<file path="config.mk">
export PLATFORM = sky130hd
export DESIGN_NAME = port_wakeup_interrupt_control
export DESIGN_NICKNAME = d
export VERILOG_FILES = /design/src/logic/pwic_pkg.sv /design/src/logic/pwic_edge_if.sv /design/src/logic/pwic_edge_detect.sv /design/src/logic/port_wakeup_interrupt_control.sv
export VERILOG_INCLUDE_DIRS = /design/src /design/src/logic
export SDC_FILE = /design/constraint.sdc
export NUM_CORES = 1
export LEC_CHECK = 0
export BUFFER_PORTS_ARGS = -buffer_cell sky130_fd_sc_hd__buf_4
export CAP_MARGIN = 20
export CORE_MARGIN = 3
export CORE_UTILIZATION = 40
export CTS_BUF_LIST = sky130_fd_sc_hd__clkbuf_4 sky130_fd_sc_hd__clkbuf_8 sky130_fd_sc_hd__clkbuf_16
export CTS_CLUSTER_SIZE = 8
export DETAILED_ROUTE_END_ITERATION = 6
export GPL_TIMING_DRIVEN = 0
export PLACE_DENSITY = 0.79
export SYNTH_ARGS = -nofsm -noshare
export SYNTH_HDL_FRONTEND = slang
export SYNTH_SLANG_ARGS = --single-unit
</file>
<file path="constraint.sdc">
create_clock -name REF_CLK_I -period 1.8 [get_ports REF_CLK_I]
set_input_delay 0.18 -clock REF_CLK_I [delete_from_list [all_inputs] [get_ports REF_CLK_I]]
set_output_delay 0.18 -clock REF_CLK_I [all_outputs]
set_load 0.03 [all_outputs]
</file>
<file path="src/logic/pwic_defs.svh">
// constants for the port wakeup and interrupt control block
`ifndef PWIC_DEFS_SVH
`define PWIC_DEFS_SVH

// mode register values that route a port-control move
`define PWIC_MODE_CMP     8'h18
`define PWIC_MODE_PEND    8'h19
`define PWIC_MODE_EDGE    8'h1A
`define PWIC_MODE_ENABLE  8'h1B

// reset values
`define PWIC_ENABLE_RST   8'hFF
`define PWIC_EDGE_RST     8'hFF

// status page select field, bits 7..5
`define PWIC_PAGE_MASK    8'hE0

// program addresses
`define PWIC_PC_W         12
`define PWIC_ISR_VECTOR   12'h000
`define PWIC_PC_MAX       12'hFFF

// number of timer interrupt sources, three per timer
`define PWIC_TMR_SRC      6

`endif

</file>
<file path="src/logic/pwic_pkg.sv">
// types shared by the port wakeup and interrupt control block
`include "pwic_defs.svh"

package pwic_pkg;

  typedef logic [7:0]             byte_t;
  typedef logic [`PWIC_PC_W-1:0]  pc_t;

  // core sequencing state, one-hot
  typedef enum logic [2:0] {
    ST_RUN     = 3'b001,
    ST_SERVICE = 3'b010,
    ST_SLEEP   = 3'b100
  } core_state_t;

  // registers saved on interrupt entry
  typedef struct packed {
    pc_t   pc;
    byte_t fptr;
    byte_t status;
    byte_t mode;
    byte_t w;
  } shadow_t;

endpackage : pwic_pkg

</file>
<file path="src/logic/pwic_edge_if.sv">
// carrier between the edge detector and the control core
`timescale 1ns/10ps

interface pwic_edge_if;
  import pwic_pkg::*;

  byte_t edge_sel;  // 1 = falling, 0 = rising
  byte_t edge_hit;  // one-cycle pulse per pin on the selected edge

  modport det
  (
    input  edge_sel,
    output edge_hit
  );

  modport core
  (
    output edge_sel,
    input  edge_hit
  );

endinterface : pwic_edge_if

</file>
<file path="src/logic/pwic_edge_detect.sv">
// port pin synchroniser and selectable edge detector
`timescale 1ns/10ps

module pwic_edge_detect
(
  input  wire logic          clk_i,   // core clock
  input  wire logic          rst_i,   // synchronous reset, active high
  input  wire pwic_pkg::byte_t pins_i, // raw port pins
  pwic_edge_if.det           eif      // edge select in, hits out
);
  import pwic_pkg::*;

  byte_t      meta_r;   // first stage, read only by sync_r
  byte_t      sync_r;
  byte_t      prev_r;
  logic [1:0] fill_r;   // history valid after two samples

  ////////////////////////////////////////////////////////////////////
  // two-stage synchroniser plus history sample
  always_ff @(posedge clk_i)
  begin
    meta_r <= pins_i;
    sync_r <= meta_r;
    prev_r <= sync_r;
  end

  // suppress false edges until the history holds real pin samples
  always_ff @(posedge clk_i)
  begin
    if (rst_i)
      fill_r <= 2'b00;
    else
      fill_r <= {fill_r[0], 1'b1};
  end

  ////////////////////////////////////////////////////////////////////
  // selected transition per pin
  always_comb
  begin
    if (fill_r[1])
      eif.edge_hit = (eif.edge_sel & prev_r & ~sync_r)
                   | (~eif.edge_sel & ~prev_r & sync_r);
    else
      eif.edge_hit = 8'h00;
  end
endmodule : pwic_edge_detect

</file>
<file path="src/logic/port_wakeup_interrupt_control.sv">
// port wakeup, external interrupt and interrupt entry/return control
`timescale 1ns/10ps
`include "pwic_defs.svh"

module port_wakeup_interrupt_control
(
  input  wire logic             REF_CLK_I,      // core clock, 100 MHz
  input  wire logic             RESET_I,        // synchronous reset, active high
  input  wire pwic_pkg::byte_t  PORTB_I,        // port pins, asynchronous
  input  wire logic             MOVE_I,         // port-control move strobe
  input  wire pwic_pkg::byte_t  MODE_I,         // mode register value
  input  wire pwic_pkg::byte_t  W_I,            // working accumulator
  input  wire pwic_pkg::byte_t  CMP_I,          // comparator result value
  output logic                  XCHG_O,         // pulse: load accumulator
  output pwic_pkg::byte_t       XCHG_DATA_O,    // value swapped out
  output pwic_pkg::byte_t       WAKE_PEND_O,    // pending flags view
  input  wire logic             SLEEP_I,        // sleep instruction pulse
  input  wire logic             WDT_OVF_I,      // watchdog overflow pulse
  output logic                  POWER_DOWN_O,   // in power down
  output logic                  WAKE_O,         // pulse: wake restart
  output pwic_pkg::pc_t         RESTART_PC_O,   // restart address
  input  wire logic             CNT_WRAP_I,     // counter wrap pulse
  input  wire logic             CNT_IRQ_EN_I,   // counter interrupt enable
  input  wire logic             CNT_PEND_CLR_I, // clear counter pending
  output logic                  CNT_PEND_O,     // counter pending flag
  input  wire logic [`PWIC_TMR_SRC-1:0] TMR_EVENT_I, // timer event pulses
  input  wire logic             BOUNDARY_I,     // instruction boundary
  input  wire pwic_pkg::pc_t    PC_I,           // current program counter
  input  wire pwic_pkg::byte_t  FPTR_I,         // current pointer
  input  wire pwic_pkg::byte_t  STATUS_I,       // current status
  input  wire logic             RETURN_I,       // interrupt return pulse
  input  wire logic             RETURN_ADD_I,   // add-variant return pulse
  output logic                  VECTOR_O,       // pulse: jump to routine
  output pwic_pkg::pc_t         VEC_PC_O,       // routine address
  output pwic_pkg::byte_t       VEC_STATUS_O,   // status with pages cleared
  output logic                  RESTORE_O,      // pulse: restore registers
  output pwic_pkg::pc_t         RST_PC_O,       // restored counter
  output pwic_pkg::byte_t       RST_FPTR_O,     // restored pointer
  output pwic_pkg::byte_t       RST_STATUS_O,   // restored status
  output pwic_pkg::byte_t       RST_MODE_O,     // restored mode
  output pwic_pkg::byte_t       RST_W_O,        // restored accumulator
  output logic                  CNT_ADD_O,      // pulse: add to counter
  output pwic_pkg::byte_t       CNT_ADD_VAL_O,  // amount to add
  output logic                  IN_SERVICE_O    // routine running
);
  import pwic_pkg::*;

  core_state_t state_r;
  core_state_t state_nxt;
  byte_t       en_mask_r;
  byte_t       edge_sel_r;
  byte_t       pend_r;
  byte_t       pend_nxt;
  byte_t       hit;
  logic        cnt_pend_r;
  logic        tmr_req_r;
  logic        irq_any;
  logic        ack;
  logic        ret;
  logic        wake_hit;
  logic        mv_pend;
  logic        mv_cmp;
  shadow_t     shadow_r;
  byte_t       vec_status_r;
  logic        pend_known_r;
  pwic_edge_if eif ();

  ////////////////////////////////////////////////////////////////////
  // pin edges
  pwic_edge_detect u_edge
  (
    .clk_i  (REF_CLK_I),
    .rst_i  (RESET_I),
    .pins_i (PORTB_I),
    .eif    (eif)
  );

  assign eif.edge_sel = edge_sel_r;

  // only unmasked pins count
  assign hit      = eif.edge_hit & ~en_mask_r;
  assign wake_hit = |hit;

  // move target decode
  assign mv_pend = MOVE_I && (MODE_I == `PWIC_MODE_PEND);
  assign mv_cmp  = MOVE_I && (MODE_I == `PWIC_MODE_CMP);

  ////////////////////////////////////////////////////////////////////
  // edge select and enable mask, plain copies from the accumulator
  always_ff @(posedge REF_CLK_I)
  begin
    if (RESET_I)
    begin
      en_mask_r  <= `PWIC_ENABLE_RST;
      edge_sel_r <= `PWIC_EDGE_RST;
    end
    else if (MOVE_I)
    begin
      if (MODE_I == `PWIC_MODE_EDGE)
        edge_sel_r <= W_I;
      if (MODE_I == `PWIC_MODE_ENABLE)
        en_mask_r  <= W_I;
    end
  end

  ////////////////////////////////////////////////////////////////////
  // pending flags: a new edge wins over a clearing write
  always_comb
  begin
    pend_nxt = mv_pend ? W_I : pend_r;
    pend_nxt = pend_nxt | hit;
  end

  // no reset here: contents are undefined until software clears them
  always_ff @(posedge REF_CLK_I)
  begin
    pend_r <= pend_nxt;
  end

  assign WAKE_PEND_O = pend_r;

  ////////////////////////////////////////////////////////////////////
  // exchange answer one cycle after the move; pending is known once written
  always_ff @(posedge REF_CLK_I)
  begin
    if (RESET_I)
    begin
      XCHG_O       <= 1'b0;
      XCHG_DATA_O  <= 8'h00;
      pend_known_r <= 1'b0;
    end
    else
    begin
      pend_known_r <= pend_known_r | mv_pend;
      XCHG_O <= mv_pend | mv_cmp;
      if (mv_pend)
        XCHG_DATA_O <= pend_r;
      else if (mv_cmp)
        XCHG_DATA_O <= CMP_I;
    end
  end

  ////////////////////////////////////////////////////////////////////
  // counter wrap pending; a wrap wins over a clear
  always_ff @(posedge REF_CLK_I)
  begin
    if (RESET_I)
      cnt_pend_r <= 1'b0;
    else if (CNT_WRAP_I)
      cnt_pend_r <= 1'b1;
    else if (CNT_PEND_CLR_I)
      cnt_pend_r <= 1'b0;
  end

  assign CNT_PEND_O = cnt_pend_r;

  // timer events are only caught while code runs outside a routine
  always_ff @(posedge REF_CLK_I)
  begin
    if (RESET_I)
      tmr_req_r <= 1'b0;
    else if (ack)
      tmr_req_r <= 1'b0;
    else if ((state_r == ST_RUN) && (|TMR_EVENT_I))
      tmr_req_r <= 1'b1;
  end

  ////////////////////////////////////////////////////////////////////
  // request merge: all sources equal, any one is enough
  assign irq_any = (|(pend_r & ~en_mask_r))
                 | (cnt_pend_r & CNT_IRQ_EN_I)
                 | tmr_req_r;
  // entry only in normal running, never nested or in power down
  assign ack = (state_r == ST_RUN) && BOUNDARY_I && irq_any && !SLEEP_I;
  assign ret = (state_r == ST_SERVICE) && (RETURN_I || RETURN_ADD_I);
  ////////////////////////////////////////////////////////////////////
  // sequencing state
  always_comb
  begin
    state_nxt = state_r;
    case (state_r)
      ST_RUN:
      begin
        if (ack)
          state_nxt = ST_SERVICE;
        else if (SLEEP_I)
          state_nxt = ST_SLEEP;
      end
      ST_SERVICE:
      begin
        if (ret)
          state_nxt = ST_RUN;
      end
      ST_SLEEP:
      begin
        if (WDT_OVF_I || wake_hit)
          state_nxt = ST_RUN;
      end
      default:
        state_nxt = ST_RUN;
    endcase
  end

  always_ff @(posedge REF_CLK_I)
  begin
    if (RESET_I)
      state_r <= ST_RUN;
    else
      state_r <= state_nxt;
  end

  assign POWER_DOWN_O = (state_r == ST_SLEEP);
  assign IN_SERVICE_O = (state_r == ST_SERVICE);
  ////////////////////////////////////////////////////////////////////
  // wake restart, same address as reset
  always_ff @(posedge REF_CLK_I)
  begin
    if (RESET_I)
    begin
      WAKE_O       <= 1'b0;
      RESTART_PC_O <= `PWIC_PC_MAX;
    end
    else
    begin
      WAKE_O       <= (state_r == ST_SLEEP) && (WDT_OVF_I || wake_hit);
      RESTART_PC_O <= `PWIC_PC_MAX;
    end
  end

  ////////////////////////////////////////////////////////////////////
  // single-level stack and shadows, apart from the call stack
  always_ff @(posedge REF_CLK_I)
  begin
    if (RESET_I)
    begin
      shadow_r     <= '0;
      vec_status_r <= 8'h00;
    end
    else if (ack)
    begin
      shadow_r     <= '{pc: PC_I, fptr: FPTR_I, status: STATUS_I,
                        mode: MODE_I, w: W_I};
      vec_status_r <= STATUS_I & ~`PWIC_PAGE_MASK;
    end
  end

  // entry pulse and fixed vector
  always_ff @(posedge REF_CLK_I)
  begin
    if (RESET_I)
      VECTOR_O <= 1'b0;
    else
      VECTOR_O <= ack;
  end

  assign VEC_PC_O     = `PWIC_ISR_VECTOR;
  assign VEC_STATUS_O = vec_status_r;

  // return pulses; restored values stand in the shadow flops
  always_ff @(posedge REF_CLK_I)
  begin
    if (RESET_I)
    begin
      RESTORE_O <= 1'b0;
      CNT_ADD_O <= 1'b0;
    end
    else
    begin
      RESTORE_O <= ret;
      CNT_ADD_O <= (state_r == ST_SERVICE) && RETURN_ADD_I;
    end
  end

  assign RST_PC_O      = shadow_r.pc;
  assign RST_FPTR_O    = shadow_r.fptr;
  assign RST_STATUS_O  = shadow_r.status;
  assign RST_MODE_O    = shadow_r.mode;
  assign RST_W_O       = shadow_r.w;
  assign CNT_ADD_VAL_O = shadow_r.w;
endmodule : port_wakeup_interrupt_control

</file>
# Yosys cells after proc, flatten, opt, wreduce, memory -nomap -nowiden
# Index checks and enable logic that the tools add are counted.
# word_totals
input_bits	77
wordCells	82
ff_bits	117
# classes
n_eq_ne	10
n_reduce_logical	21
bitwise	16
n_mux	12
# ops
cell	n
8-bit AND	6
8-bit by 5-bit equality test with 1-bit output, second input constant	4
8-bit two-way mux	4
8-bit NOT	4
8-bit bitwise OR	2
8-bit OR reduction	2
3-bit two-way mux	4
1-bit logical AND	9
3-bit case mux with 3 select lines	1
6-bit OR reduction	1
2-bit by 1-bit inequality test with 1-bit output, second input constant	2
2-bit AND reduction	2
2-bit nonzero test	2
3-bit by 1-bit equality test with 1-bit output, second input constant	1
3-bit by 2-bit equality test with 1-bit output, second input constant	1
3-bit equality test, second input constant	1
1-bit two-way mux	3
3-bit inequality test, second input constant	1
1-bit bitwise OR	3
3-bit AND reduction	1
1-bit logical OR	2
2-bit OR reduction	1
1-bit AND	1
1-bit logical NOT	1

# Logic depth before layout (Yosys ltp)
# depth
ltp_word	10
ltp_mapped	7

# By module
# Synthesis repeated with hierarchy kept, for this count alone.
# unflattened
hier_cells	480
hier_area_um2	4693.3
# by_module_without_submodules
mod	area_each_um2	cells_each	n_inst
port_wakeup_interrupt_control	3957.5	427	1
pwic_edge_detect	735.7	53	1

# Worst setup path after synthesis
# No wires, ideal clock.
# synth_timing
path_type	register to register
start	register pend_r[1] (netlist: WAKE_PEND_O[1])
end	register shadow_r, in the netlist RST_MODE_O[0]
t_arrival_ns	1.739
setup_ns	0.117
setup_slack_ns	-0.055
required_ns	1.683
stages_incl_launch_ff	8
synth_period_minus_slack_ns	1.855
path_cell_list	dfxtp_1 > nor2b_4 > a2111oi_4 > a41oi_2 > and3_4 > buf_6 > buf_6 > a22o_1
# synth_via
elab_chain_len	6
# synth_rtl
element	line_no	rtl
start: declaration	port_wakeup_interrupt_control.sv:52	byte_t pend_r;
start signal: assignment	port_wakeup_interrupt_control.sv:117	pend_r <= pend_nxt;
8-bit AND	port_wakeup_interrupt_control.sv:170	assign irq_any = (|(pend_r & ~en_mask_r))
8-bit OR reduction	port_wakeup_interrupt_control.sv:170	
1-bit bitwise OR	port_wakeup_interrupt_control.sv:171	| (cnt_pend_r & CNT_IRQ_EN_I)
1-bit bitwise OR	port_wakeup_interrupt_control.sv:172	| tmr_req_r;
1-bit logical AND (2 in a row)	port_wakeup_interrupt_control.sv:174	assign ack = (state_r == ST_RUN) && BOUNDARY_I && irq_any && !SLEEP_I;
end signal: assignment	port_wakeup_interrupt_control.sv:241	shadow_r <= '{pc: PC_I, fptr: FPTR_I, status: STATUS_I,
end: declaration	port_wakeup_interrupt_control.sv:63	shadow_t shadow_r;
# No other way between the ends.
# A chain may end at the register's enable or synchronous reset.

# Worst setup path after layout
# layout_timing
start	register pend_r[1] (netlist: WAKE_PEND_O[1])
end	register shadow_r, in the netlist RST_STATUS_O[7]
# The elaborated chain is that of the path after synthesis.

==> results.cfg <==
[outcome]
status = completed

[drt]
wl_per_cell_um = 15.5
drtIter0Drc = 203
drc = 0
routed_wl_um = 11300
drtPass1Iterations = 4
via_per_inst = 4.86
routed-via-count = 3560
antenna_left = 0

[synthesis]
synth_edf_count = 0
synth_cells = 380
synth_top_cell_by_area = dfxtp_1
syn_area_sq_mm = 0.00416
ys_ff_latch = 112
synth_area_leaders = dfxtp_1 (54%), a22o_1 (9.3%), buf_4 (7.2%), mux2i_1 (5.8%), buf_6 (2.4%)
yosysMostFrequentCell = dfxtp_1
ys.flop_type = dfxtp_1
ys_seq_area_share_pct = 53.9
synth_top_area_share_pct = 53.9
yosysWarnings = 0
synth_commonest_cells = dfxtp_1 (112), a22o_1 (44), buf_4 (40)
yosysUniqueCellTypes = 39
async_flop_share_pct = 0
avgSynthCellArea_sq_um = 10.9

[cts]
clk_pin_slew_worst_paths_ns = 0.10
numClockSinks = 112
cts_tree = done
cts.htree.levels = 3
clockBufferDepth = 2
clkLatencyLatePin_ns = 0.37
cts_buffers = 9
clockRootBuffer = clkbuf_8

[pwr]
ir_drop_v = 0.000439
p_leak_nw = 2.94
powerDensity_mw_per_mm2 = 838
p_total_mw = 5.06

[timing]
finalCritPeriodShare_pct = 98.6
fin_crit_ns = 1.77
slew_headroom_pct = 53.3
final-max-slew-violation-count = 0
skew_ns = 0.00760
final_hold_viol_count = 0
hold_slack_ns = 0.0103
rsz0062_at_grt = true
max_slew.worst_pin.slew_ns = 0.700
finalSetupViolCount = 0
max_freq_mhz = 564
fin_ws_ns = 0.0255

[critical_path]
cp.arrival_ns = 2.05
critPathMaxFanout = 10
worstReg2RegStart = WAKE_PEND_O[1]
startpoint_type = flop
crit_type = reg -> reg
cp-end-kind = flop
reg2reg_slack_ns = 0.03
startpoint = WAKE_PEND_O[1]
crit_required_ns = 2.08

[grt]
grt_max_degree = 20
globalRoute.totalOverflow = 0
grt_antenna_before_repair = 0
grt_pass1_vias = 3422
track_usage_pct = 18.7
grt_first_pass_wirelength_um = 16900

[placed_design]
place_congestion = 0.852
place_inst = 695
port_buffers = 157
dp.final_hpwl_um = 8550
dpl_worst_slack_ns = -0.169

[floorplanning]
dieHeight_um = 108
placementRows = 36
initial_utilization_pct = 41.8
die_x_um = 108
coreArea_sq_mm = 0.00995
top_level_ports = 185
die_area_sq_mm = 0.0117

[layout]
fin_nets = 672
diodes = 0
layout-drive-gt1-share_pct = 40.0
fillCellCount = 826
syn_to_final_growth_pct = 45.3
stdcell_count = 733

[hold_path]
hp-class = in -> reg
min_from = FPTR_I[5]

[flow_run]
cap_violations = 0
[power by group]
part	switching, mW	leakage [nW]	total, mW	internal [mW]
logic	0.464	1.92	0.876	0.412
clock network	0.870	0.102	1.53	0.661
registers	0.0732	0.916	2.66	2.58
[metrics by stage]
stage / TNS (ns) / util (%) / area, sq um
final: 0 / 60.7 / 6040
after global routing: -0.0533 / 60.7 / 6040
after CTS: 0 / 59.9 / 5960
after detailed placement: -3.59 / 56.2 / 5600
after global placement: -2.11 / 56.2 / 5600
after floorplan: 0 / - / 4250
[cells by family (layout without fill, tap and decap cells)]
logic type / Yosys count / in the layout / share of synthesized area, %
AOI/OAI and AO/OA: 73 / 73 / 15.1
buffers and inverters: 67 / 262 / 11.4
DFF: 112 / 112 / 53.9
muxes: 24 / 24 / 5.78
other: 2 / 27 / 0.181
and+or+nand+nor: 102 / 102 / 13.7
[worst paths after layout]
check,endpoint,depth (start not counted)
setup / recovery,RST_STATUS_O[7],6
setup reg to reg,RST_STATUS_O[7],6
hold / removal,RST_FPTR_O[5],2
hold reg to reg,u_edge.sync_r[4],0
[critical path, cell delays in order, from the launching register on]
cell	delay, ns
dfxtp_4	0.35
nor2b_4	0.13
a2111oi_4	0.31
a41oi_2	0.24
and3_4	0.31
buf_8	0.15
a22o_1	0.18
[per-layer routing]
layer / track usage, % / part of all wire, %
met1: 21.0 / 38
met2: 32.9 / 52
met3: 6.39 / 8.5
met4: 6.58 / 2.0
met5: 0 / 0
[registers in the layout, indices dropped and copies added (netlist names)]
name / flops
RST_PC_O: 12
CNT_ADD_VAL_O: 8
RST_FPTR_O: 8
RST_MODE_O: 8
RST_STATUS_O: 8
WAKE_PEND_O: 8
XCHG_DATA_O: 8
edge_sel_r: 8
en_mask_r: 8
u_edge.meta_r: 8
u_edge.prev_r: 8
u_edge.sync_r: 8
state_r: 3
u_edge.fill_r: 2
CNT_ADD_O: 1
CNT_PEND_O: 1
RESTORE_O: 1
VECTOR_O: 1
WAKE_O: 1
XCHG_O: 1
tmr_req_r: 1
[repair_timing]
item | CTS | global route
endpoints found under the setup margin | 40 | 39
resized for setup | 5 | 3
pin swaps | 4 | 3
hold buffers | 11 | 6
endpoints found under the hold margin | 11 | 6
setup buffers | 4 | 2
[cell type report]
type | instances | area (sq um) | area share (%)
clock inverters | 7 | 80.1 | 1.33
inverters | 9 | 33.8 | 0.559
well taps | 133 | 166 | 2.75
repair buffers | 180 | 1410 | 23.3
multi-input cells | 226 | 1540 | 25.4
clock buffers | 9 | 124 | 2.05
flip-flops and latches | 112 | 2250 | 37.3
plain buffers | 57 | 443 | 7.33
[placed cells by master (no fill, tap or decap), types with 3 or more instances in the layout]
cell | netlist | layout
buf_6 | 9 | 4
and3_1 | 3 | 3
nor2_1 | 14 | 14
clkbuf_8 | 0 | 9
nor3b_1 | 10 | 10
nand3_1 | 18 | 18
buf_8 | 0 | 4
conb_1 | 2 | 27
inv_1 | 9 | 9
nor2b_1 | 6 | 6
o21a_1 | 3 | 3
dfxtp_1 | 112 | 108
nor3_1 | 4 | 4
nand2_1 | 26 | 26
buf_2 | 3 | 3
and3b_1 | 9 | 9
o211ai_1 | 5 | 5
a22o_1 | 44 | 44
dlygate4sd3_1 | 0 | 17
a211oi_1 | 8 | 8
a21oi_1 | 3 | 3
buf_4 | 40 | 202
mux2i_1 | 24 | 24
clkbuf_1 | 6 | 6
No activity file was read; power rests on OpenSTA's default activity.
